$ cat config.mk
export PLATFORM = sky130hd
export DESIGN_NAME = cosp_clock_gate
export DESIGN_NICKNAME = d
export VERILOG_FILES = /design/src/rtl/cosp_pkg.sv /design/src/rtl/cosp_clock_gate.sv
export SDC_FILE = /design/constraint.sdc
export NUM_CORES = 1
export LEC_CHECK = 0
export BUFFER_PORTS_ARGS = -buffer_cell sky130_fd_sc_hd__buf_2
export CORE_MARGIN = 1
export CORE_UTILIZATION = 50
export DETAILED_ROUTE_END_ITERATION = 8
export GPL_TIMING_DRIVEN = 0
export PLACE_DENSITY = 0.76
export SYNTH_ARGS = -nofsm -noshare
export SYNTH_HDL_FRONTEND = slang
export SYNTH_SLANG_ARGS = --single-unit
$ cat constraint.sdc
create_clock -name clock -period 2.4 [get_ports clock]
set_clock_uncertainty 0.1 [all_clocks]
set_input_delay 0.48 -clock clock [delete_from_list [all_inputs] [get_ports clock]]
set_output_delay 0.48 -clock clock [all_outputs]
set_load 0.03 [all_outputs]
$ cat src/rtl/cosp_pkg.sv
// Constants and types shared by the clock output stop and power down block
package cosp_pkg;

   // ------------------------------------------------------------------
   // Timing
   // ------------------------------------------------------------------
   localparam int CLOCK_MHZ       = 10;
   localparam int LOCK_TIME_US    = 1000;
   localparam int LOCK_CYCLES     = LOCK_TIME_US * CLOCK_MHZ;
   localparam int PD_EDGES        = 2;
   localparam int CPU_HALF_CYCLES = 1;
   localparam int SE_HALF_CYCLES  = 2;

   // ------------------------------------------------------------------
   // Drive strength and identification register
   // ------------------------------------------------------------------
   localparam int          DRV_MSB       = 7;
   localparam int          DRV_LSB       = 5;
   localparam logic [2:0]  DRV_RESET     = 3'h5;
   localparam logic [2:0]  SLEW_NORMAL   = 3'h5;
   localparam logic [2:0]  SLEW_WIRELESS = 3'h7;
   localparam int          NUM_CPU       = 2;
   localparam int          NUM_SE        = 3;
   localparam int          SE_USB        = 0;
   localparam int          SE_V27_PLAIN  = 1;
   localparam int          SE_V27_SPREAD = 2;

   typedef struct packed {
      logic [2:0] drive;
      logic [4:0] ident;
   } cosp_drive_id_t;

   // ------------------------------------------------------------------
   // Spread select decode
   // ------------------------------------------------------------------
   typedef struct packed {
      logic       valid;
      logic       center;
      logic [7:0] depth_x100;
   } cosp_spread_t;

   // ------------------------------------------------------------------
   // Power sequence states
   // ------------------------------------------------------------------
   typedef enum logic [2:0] {
      PWR_WAIT_GOOD = 3'h0,
      PWR_WAKE      = 3'h1,
      PWR_RUN       = 3'h3,
      PWR_STOP_OUT  = 3'h2,
      PWR_OFF       = 3'h6
   } cosp_pwr_t;

endpackage : cosp_pkg

$ cat src/rtl/cosp_clock_gate.sv
// Output gating, power down and CPU stop control of the clock generator
//
// What this block does
// [RULE_01] Shared pin is power good first, then active-low power-down request.
// [RULE_02] Power-down pin is synchronised internally; release starts power-up.
// [RULE_03] Outputs go low and hold before oscillator and VCOs switch off.
// [RULE_04] Act on request after two CPU rising edges; single-ended stop at fall.
// [RULE_05] Controller pulls request low within 10 us of power good if wanted.
// [RULE_06] Powered down: single-ended low or high-z with strap; differential legs low.
// [RULE_07] Stable clocks less than 1.8 ms after release or supply ramp.
// [RULE_08] After release, differential outputs driven high within 300 us.
// [RULE_09] After lock each output starts within a few of its own cycles.
// [RULE_10] CPU halt input stops only CPU outputs; others keep running.
// [RULE_11] Halt registered on two complement edges; stop within two to six periods.
// [RULE_12] Stopped CPU pair rests true high, complement low.
// [RULE_13] Non-stoppable outputs run during halt; disabled outputs driven low.
// [RULE_14] CPU outputs resume in step, no short or stretched pulse.
// [RULE_15] Resume within two CPU cycles of halt release.
// [RULE_16] Four-bit spread select routes the 27 MHz pins; other codes unused.
// [RULE_17] Per-output bit: 0 free running, 1 stoppable.
// [RULE_18] Wireless mode sets single-ended slew default 111, else 101.
// [RULE_19] USB drive field resets to 101; five-bit identification reads back.
// [RULE_20] Power-down request overrides CPU halt and output enables.
`timescale 1ns/100ps

module cosp_clock_gate
   import cosp_pkg::*;
#(
   parameter int         LOCK_WAIT     = LOCK_CYCLES,
   parameter logic [4:0] PROGRAMMED_ID = 5'h00      // Arbitrary value
) (
   input  wire logic                clock,                    // 10 MHz
   input  wire logic                rst,                      // Async, high
   input  wire logic                power_good_pd_n,          // Shared pin
   input  wire logic                cpu_clock_halt_n,         // CPU halt pin
   input  wire logic                strap_hiz,                // Strap pin
   input  wire logic [NUM_CPU-1:0]  cpu_halt_enable,          // 1 = stoppable
   input  wire logic [NUM_CPU-1:0]  cpu_output_enable,        // Output enables
   input  wire logic [NUM_SE-1:0]   se_output_enable,         // Output enables
   input  wire logic [3:0]          spread_select,            // Spread code
   input  wire logic                wireless_mode,            // Slew mode
   input  wire logic                cfg_wr,                   // Write strobe
   input  wire logic [7:0]          cfg_wdata,                // Write data
   output      logic [7:0]          cfg_rdata,                // Read data
   output      logic [NUM_CPU-1:0]  cpu_clock_true_leg,       // CPU true legs
   output      logic [NUM_CPU-1:0]  cpu_clock_complement_leg, // CPU comp legs
   output      logic [NUM_SE-1:0]   se_clock,                 // Single-ended
   output      logic [NUM_SE-1:0]   se_clock_oe,              // SE enables
   output      logic [2:0]          usb48_drive_strength,     // USB drive
   output      logic [2:0]          se_slew_default,          // Slew default
   output      cosp_spread_t        spread_setting,           // Spread decode
   output      logic                osc_enable,               // Crystal osc
   output      logic                vco_enable,               // VCOs
   output      logic                pll_locked                // Lock reached
);

   // ------------------------------------------------------------------
   // Spread select decode
   // ------------------------------------------------------------------
   function automatic cosp_spread_t cosp_decode(input logic [3:0] code);
      cosp_spread_t s;
      s = '0;
      s.valid = 1'b1;
      case (code)
         4'h2: s.depth_x100 = 8'h32;
         4'h3: s.depth_x100 = 8'h64;
         4'h4: s.depth_x100 = 8'h96;
         4'h5: s.depth_x100 = 8'hc8;
         4'h6: s.depth_x100 = 8'h4b;
         4'h7: s.depth_x100 = 8'h7d;
         4'h8: s.depth_x100 = 8'haf;
         4'h9: begin
            s.depth_x100 = 8'h32;
            s.center     = 1'b1;
         end
         4'ha: begin
            s.depth_x100 = 8'h4b;
            s.center     = 1'b1;
         end
         default: s = '0;
      endcase
      return s;
   endfunction : cosp_decode

   // ------------------------------------------------------------------
   // State
   // ------------------------------------------------------------------
   logic [1:0]          pin_sync;
   logic [1:0]          halt_sync;
   logic [1:0]          strap_sync;
   cosp_pwr_t           state,        next_state;
   logic [15:0]         wait_cnt,     next_wait_cnt;
   logic [1:0]          pd_cnt,       next_pd_cnt;
   logic                strap_held,   next_strap_held;
   logic                strap_taken,  next_strap_taken;
   logic                cpu_div,      next_cpu_div;
   logic                cpu_clk,      next_cpu_clk;
   logic [1:0]          se_div,       next_se_div;
   logic                se_phase,     next_se_phase;
   logic [1:0]          halt_pipe,    next_halt_pipe;
   logic [NUM_CPU-1:0]  stopped,      next_stopped;
   logic [NUM_CPU-1:0]  next_true,    next_comp;
   logic [NUM_SE-1:0]   next_se;
   logic [2:0]          drive,        next_drive;
   logic                pin_s,        halt_s;
   logic                cpu_tick,     se_tick;
   logic                cpu_rise,     cpu_clock_complement_leg_rise;
   logic                clocks_live;
   logic [NUM_SE-1:0]   se_route;
   cosp_spread_t        spread_now;

   assign pin_s       = pin_sync[1];
   assign halt_s      = halt_sync[1];
   assign clocks_live = (state == PWR_RUN) || (state == PWR_STOP_OUT);
   assign cpu_tick    = clocks_live && (cpu_div == 1'(CPU_HALF_CYCLES - 1));
   assign se_tick     = clocks_live && (se_div == 2'(SE_HALF_CYCLES - 1));
   assign cpu_rise    = cpu_tick && !cpu_clk;
   assign cpu_clock_complement_leg_rise   = cpu_tick && cpu_clk;
   assign spread_now  = cosp_decode(spread_select);                          // RULE_16
   assign se_route    = {spread_now.valid, spread_now.valid, 1'b1};          // RULE_16

   // ------------------------------------------------------------------
   // Next values
   // ------------------------------------------------------------------
   always_comb begin
      next_state       = state;
      next_wait_cnt    = wait_cnt;
      next_pd_cnt      = pd_cnt;
      next_strap_held  = strap_held;
      next_strap_taken = strap_taken || (state != PWR_WAIT_GOOD);            // Strap frozen once waking
      next_drive       = drive;
      next_cpu_div     = cpu_tick ? 1'b0 : cpu_div + 1'b1;
      next_cpu_clk     = clocks_live ? (cpu_clk ^ cpu_tick) : 1'b0;
      next_se_div      = se_tick ? 2'h0 : se_div + 2'h1;
      next_se_phase    = clocks_live ? (se_phase ^ se_tick) : 1'b0;
      next_halt_pipe   = cpu_clock_complement_leg_rise ? {halt_pipe[0], halt_s} : halt_pipe;     // RULE_11
      // Stop needs both samples low, release only the first high one
      next_stopped     = cpu_rise ? (cpu_halt_enable & {NUM_CPU{~|halt_pipe}}) : stopped; // RULE_11 RULE_14 RULE_17
      if (!strap_taken) begin
         next_strap_held = strap_sync[1];
      end
      if (cfg_wr) begin
         next_drive = cfg_wdata[DRV_MSB:DRV_LSB];                            // RULE_19
      end
      case (state)
         PWR_WAIT_GOOD: begin
            if (pin_s) begin
               next_state    = PWR_WAKE;                                     // RULE_01
               next_wait_cnt = '0;
            end
         end
         PWR_WAKE: begin
            next_wait_cnt = wait_cnt + 16'h1;
            if (wait_cnt >= 16'(LOCK_WAIT - 1)) begin
               next_state = PWR_RUN;                                         // RULE_07 RULE_09
               next_pd_cnt = '0;
            end
         end
         PWR_RUN: begin
            if (pin_s) begin
               next_pd_cnt = '0;
            end else if (cpu_rise) begin
               next_pd_cnt = pd_cnt + 2'h1;                                  // RULE_04
            end
            if (!pin_s && cpu_rise && (pd_cnt == 2'(PD_EDGES - 1))) begin
               next_state = PWR_STOP_OUT;                                    // RULE_02 RULE_04
            end
         end
         PWR_STOP_OUT: begin
            if ((se_clock == '0) && (cpu_clock_true_leg == '0)) begin
               next_state = PWR_OFF;                                         // RULE_03
            end
         end
         PWR_OFF: begin
            if (pin_s) begin
               next_state    = PWR_WAKE;                                     // RULE_02
               next_wait_cnt = '0;
            end
         end
         default: next_state = PWR_WAIT_GOOD;
      endcase
      for (int i = 0; i < NUM_CPU; i++) begin
         next_true[i] = 1'b0;
         next_comp[i] = 1'b0;
         if (state == PWR_WAKE) begin
            next_true[i] = 1'b1;                                             // RULE_08
         end else if (state == PWR_RUN && cpu_output_enable[i]) begin        // RULE_13 RULE_20
            next_true[i] = next_stopped[i] ? 1'b1 : next_cpu_clk;            // RULE_10 RULE_12
            next_comp[i] = next_stopped[i] ? 1'b0 : ~next_cpu_clk;           // RULE_12
         end
      end
      for (int j = 0; j < NUM_SE; j++) begin
         if (state == PWR_RUN && se_output_enable[j] && se_route[j]) begin   // RULE_13 RULE_20
            next_se[j] = next_se_phase;                                      // RULE_10
         end else begin
            next_se[j] = se_clock[j] && !se_tick;                            // RULE_04
         end
      end
   end

   // ------------------------------------------------------------------
   // Registers
   // ------------------------------------------------------------------
   always_ff @(posedge clock or posedge rst) begin
      if (rst) begin
         pin_sync                 <= 2'h0;
         halt_sync                <= 2'h3;
         strap_sync               <= 2'h0;
         state                    <= PWR_WAIT_GOOD;
         wait_cnt                 <= 16'h0;
         pd_cnt                   <= 2'h0;
         strap_held               <= 1'b0;
         strap_taken              <= 1'b0;
         cpu_div                  <= 1'b0;
         cpu_clk                  <= 1'b0;
         se_div                   <= 2'h0;
         se_phase                 <= 1'b0;
         halt_pipe                <= 2'h3;
         stopped                  <= '0;
         drive                    <= DRV_RESET;
         cpu_clock_true_leg       <= '0;
         cpu_clock_complement_leg <= '0;
         se_clock                 <= '0;
      end else begin
         pin_sync                 <= {pin_sync[0], power_good_pd_n};        // RULE_02
         halt_sync                <= {halt_sync[0], cpu_clock_halt_n};
         strap_sync               <= {strap_sync[0], strap_hiz};
         state                    <= next_state;
         wait_cnt                 <= next_wait_cnt;
         pd_cnt                   <= next_pd_cnt;
         strap_held               <= next_strap_held;
         strap_taken              <= next_strap_taken;
         cpu_div                  <= next_cpu_div;
         cpu_clk                  <= next_cpu_clk;
         se_div                   <= next_se_div;
         se_phase                 <= next_se_phase;
         halt_pipe                <= next_halt_pipe;
         stopped                  <= next_stopped;
         drive                    <= next_drive;
         cpu_clock_true_leg       <= next_true;
         cpu_clock_complement_leg <= next_comp;
         se_clock                 <= next_se;
      end
   end

   // ------------------------------------------------------------------
   // Outputs
   // ------------------------------------------------------------------
   assign se_clock_oe          = {NUM_SE{!(state == PWR_OFF && strap_held)}}; // RULE_06
   assign osc_enable           = (state != PWR_OFF);                          // RULE_03
   assign vco_enable           = (state != PWR_OFF) && (state != PWR_WAIT_GOOD); // RULE_03
   assign pll_locked           = clocks_live;
   assign usb48_drive_strength = drive;
   assign cfg_rdata            = cosp_drive_id_t'{drive: drive, ident: PROGRAMMED_ID}; // RULE_19
   assign se_slew_default      = wireless_mode ? SLEW_WIRELESS : SLEW_NORMAL; // RULE_18
   assign spread_setting       = spread_now;

   // ------------------------------------------------------------------
   // Checks
   // ------------------------------------------------------------------
   localparam int RESUME_MAX = 3 * CPU_HALF_CYCLES;
endmodule : cosp_clock_gate

Word-level counts from Yosys, hierarchy flattened
Index checks and enable logic that the tools add are counted. Widths: inputs -> output; s select.

Input port bits: 26. Register bits: 48. Logic and storage cells: 125. Output and inout port bits: 37.

$add $sub $neg: 4. Equality and inequality tests: 21. $lt $le $gt $ge: 1. Reductions and logical operators: 41. Muxes and demuxes: 35. Bitwise gates (word level): 5.

Operators by type and width (count): $pmux 8 s7 (1); $pmux 16 s2 (1); $mux 1 (20); $logic_and 1x1->1 (19); $add 16x1->16 const B (1); $eq 4x3->1 const B (4); $ge 16x14->1 const B (1); $mux 16 (1); $eq 4x4->1 const B (3); $mux 2 (6); $mux 3 (4); $pmux 3 s4 (1); $reduce_or 2->1 (5); $reduce_or 9->1 (1); $eq 4x2->1 const B (2); $eq 3x2->1 const B (2); $logic_not 3->1 (2); $ne 2x1->1 const B (3); $ne 3x3->1 const B (2); $logic_not 1->1 (5); $add 2x1->2 const B (2); $eq 2x1->1 const B (2); $pmux 2 s2 (1); $reduce_and 4->1 (1); other kinds (13) (17).

Longest topological paths before layout
Word-level depth: 9. Gate-level depth with buffers: 7. Gate-level depth less buffers: 7.

Least setup slack after synthesis
No wires, ideal clock.

Kind: input -> output. Start: input spread_select[3]. End: output spread_setting[4] (netlist name). Required time: 1.820 ns. Slack: 0.134 ns. Stages: 3. Arrival time: 1.686 ns. Path buffers: 1. Cell sequence: clkbuf_1 nand2b_1 o32ai_1.

RTL lines: from (decl) (line cosp_clock_gate.sv:40) `input wire logic [3:0] spread_select,`; to (decl) (line cosp_clock_gate.sv:51) `output cosp_spread_t spread_setting,`.

Worst setup path after layout
Start: register state[2]. End: output vco_enable.

Word-level cells in the longest chain between the ends: 2. Elaborated cells on any way between the ends: 3. Those cells by class: eq/ne: 1; reduce/logical: 2.

Ends and longest elaborated chain: from (decl) (line cosp_clock_gate.sv:91) `cosp_pwr_t state, next_state;`; from (signal assigned) (line cosp_clock_gate.sv:228) `state <= next_state;`; $ne 3x3->1 / $reduce_bool 3->1 (equally long branches) (line cosp_clock_gate.sv:251) `assign vco_enable = (state != PWR_OFF) && (state != PWR_WAIT_GOOD);`; $logic_and 1x1->1 * (line cosp_clock_gate.sv:251); to (decl) (line cosp_clock_gate.sv:53) `output logic vco_enable,`.

Mark *: on every way between the ends. The rest lies on a longest branch, timed or not.

==> out/metrics.csv <==
metric;value;unit
count of warnings emitted by yosys;0;
Finished Core Util;0.618;
Synth async-reset ratio;1.00;
number of levels the H-tree was split into;2;
all-layer global routing usage;0.195;
Synth top area share;0.424;
max-capacitance violation count;0;
Worst Setup End Kind;output port;
time the worst path needs with I/O delays and setup;2.27;ns
switching power;0.000493;W
worst hold path type;input port to flip-flop;
global placer's final weighted congestion;0.771;
met3 wire length;175;um
area of all sequential standard cells;1210;um^2
mux cell area share after synthesis;0.0354;
insertion delay of the later-clocked pin in the worst-skew pair;0.29;ns
Total Wirelength;4840;um
maximum number of pins on one net before global-route repair;40;
share of the synthesized area in compound gates (AO/OA/AOI/OAI);0.169;
Crit path arrival time;1.69;ns
total of fill cells in the finished design;423;
series of cell instances along the critical path;nand2b_2 > clkinv_2 > or3_4 > buf_2;
Setup violations, final;0;
ratio of routed vias to standard cells;5.37;
non-filler instance count after layout;381;
clock tree from TritonCTS;yes;
Mean Syn Cell Area;9.83;um^2
top-level port count;63;
synthesis-to-layout area growth;18.7;%
Final Max Slew Viols;0;
Post-Place Cells;372;
clock buffer count from CTS;5;
xor/xnor share of the synthesized area;0.00707;
fraction of the yosys area taken by sequential cells;0.488;
routed metal-1 wire length;2200;um
number of detailed-route iterations in the first pass;4;
final worst-path cycle share;0.947;
wire length on met2;2420;um
cell taking the most area after synthesis;sky130_fd_sc_hd__dfrtp_1;
highest routed metal layer;met4;
synthesis-stage register bit count;48;
main combinational cell family by area after synthesis;simple AND/OR/NAND/NOR gates;
number of design-rule violations left by the first detailed-router iteration;103;
remaining design rule violation count;0;
most frequent standard cell in the layout excluding fill and tap cells;sky130_fd_sc_hd__buf_2;
register clock-pin slew on the reported worst setup and hold paths;0.08;ns
Top FF cell, synth;sky130_fd_sc_hd__dfrtp_1;
library cells used by synthesis;45;
type of the setup path with the least slack;flip-flop to output port;
final-layout worst hold slack;0.180;ns
library cell contributing the largest single delay on the critical path;sky130_fd_sc_hd__or3_4;
post-detail-place hpwl;3590;um
sum of negative setup slack;0;ns
Setup Fix Bufs, Post-CTS;0;
final number of hold-violating endpoints;0;
vias;2045;
Leakage Power;1.34;nW
area taken by multi-input logic gates;1090;um^2
launching element type of the critical path;flip-flop;
routed wire length per instance;12.7;um
total grt overflow;0;
setup repair after global routing missed its margin;false;
Clock Tree Root;sky130_fd_sc_hd__clkbuf_8;
R2R Setup Slk;0.22;ns
die width;72.4;um
Max Clk Rate;0.440;GHz
Bufs on Longest Clock Path;2;
adder-cell share of the synthesized area;0.0202;
final antenna diode count;0;
Port-buffer cells;47;
biggest cell delay along the critical path;0.42;ns
area of the core;4750;um^2
EDFF count, synth;0;
relative contribution of the clock network to total power;0.279;
row count;25;
Worst IR Drop VDD;0.000373;V
most frequent cells in the layout;47 x sky130_fd_sc_hd__buf_2, 42 x sky130_fd_sc_hd__dfrtp_1, 22 x sky130_fd_sc_hd__a21oi_1;
initial antenna violation count;0;
worst slack, placed;0.170;ns
power per standard cell area;588;nW/um^2
share of power burned in registers;0.545;
Crit path required time;1.82;ns
initial core utilization;0.521;
Die H;72.4;um
biggest area contributors in the synthesized netlist;sky130_fd_sc_hd__dfrtp_1 42%, sky130_fd_sc_hd__dfstp_2 6.4%, sky130_fd_sc_hd__a21oi_1 4.4%, sky130_fd_sc_hd__buf_4 4.2%, sky130_fd_sc_hd__o31ai_1 3.3%;
share of final-layout standard cells stronger than drive strength 1;0.293;
Cell Int Power;0.00124;W
number of standard cells after synthesis;252;
wire length of the first global-routing pass;8120;um
smallest setup slack after layout;0.127;ns
Crit Path Max Fanout;10;
layout net count;343;
number of global-route vias before repair;1877;
outcome;finished clean;
Antenna Nets Post-Route;0;
proportion of power drawn by combinational gates;0.176;
post-synthesis cell area;2480;um^2
simple-gate share of the synthesized area;0.195;
floorplan die area;5240;um^2
Switching Fraction;0.285;
number of sinks driven by the clock tree;48;
through the flow:
| step | cell area [um^2] | total power, W |
|---|---|---|
| after global placement | 2810 | 0.00125 |
| after detailed placement | 2830 | 0.00126 |
| after CTS | 2940 | 0.00175 |
| after global routing | 2940 | 0.00183 |
| final | 2940 | 0.00173 |
| after floorplan | 2490 | 0.00118 |
power groups by stage:
stage          clock network [W]  logic [W]  registers (W)
2_1_floorplan                  0   0.000224       0.000953
3_3_place_gp                   0   0.000292       0.000954
3_5_place_dp                   0   0.000304       0.000958
4_1_cts                 0.000497   0.000307       0.000942
5_1_grt                 0.000530   0.000340       0.000954
6_report                0.000483   0.000304       0.000943
logic make-up after synthesis:
kind of cell / after synthesis
buf+inv: 38
flops: 48
compound gates: 64
xor+xnor: 2
fa+ha+maj: 4
mux: 8
other cells: 2
simple gates: 86
sequential cells by signal, indices dropped and copies added, names as in the netlist, 2 cells and up:
register                  count
cpu_clock_complement_leg      2
cpu_clock_true_leg            2
halt_pipe                     2
halt_sync                     2
pd_cnt                        2
pin_sync                      2
se_clock                      3
se_div                        2
state                         3
stopped                       2
strap_sync                    2
usb48_drive_strength          3
wait_cnt                     16
worst paths after layout:
| path | startpoint | to | cells after the start |
|---|---|---|---|
| setup / recovery | state[2] | vco_enable | 4 |
| hold / removal | cpu_clock_halt_n | halt_sync[0] | 1 |
| setup reg to reg | state[2] | cpu_clock_true_leg[1] | 7 |
| hold reg to reg | halt_sync[0] | halt_sync[1] | 0 |
| max in group asynchronous | rst | halt_pipe[1] | 4 |
| min in group asynchronous | rst | wait_cnt[11] | 3 |
synthesized netlist by cell type (all sizes together) (3+ instances only):
cell,count
nand4,6
o21ai,13
dfstp,6
and3,4
dfrtp,42
mux2,6
nor2,14
o31ai,11
buf,15
clkbuf,6
nand2,17
o32ai,4
a21oi,23
or4,12
nand3,10
inv,16
o22ai,3
nand2b,9
or3,4
ha,4
critical path, delay by kind of cell, from the launching register on:
family	cells	cell delay, ns
buffers and inverters	2	0.35
and+or+nand+nor	2	0.63
DFF	1	0.41
area by class of cell:
| class | instances | share of cell area |
|---|---|---|
| Clock buffer | 8 | 0.0307 |
| Multi-Input combinational cell | 171 | 0.370 |
| Inverter | 17 | 0.0221 |
| Timing Repair Buffer | 49 | 0.0903 |
| Buffer | 21 | 0.0477 |
| Sequential cell | 48 | 0.411 |
| Tap cell | 67 | 0.0285 |
per-layer routing:
metal	vias to the layer above	GRT usage
li1	1012	-
met1	979	0.249
met2	47	0.336
met3	7	0.0333
met4	0	0.0654
met5	-	0
what timing repair did:
action | CTS | global route
resized for setup | 2 | 1
hold buffers | 1 | 0
setup endpoints to repair | 3 | 2
hold endpoints to repair | 9 | 0
Note: power is estimated with default switching activity, not from simulation.
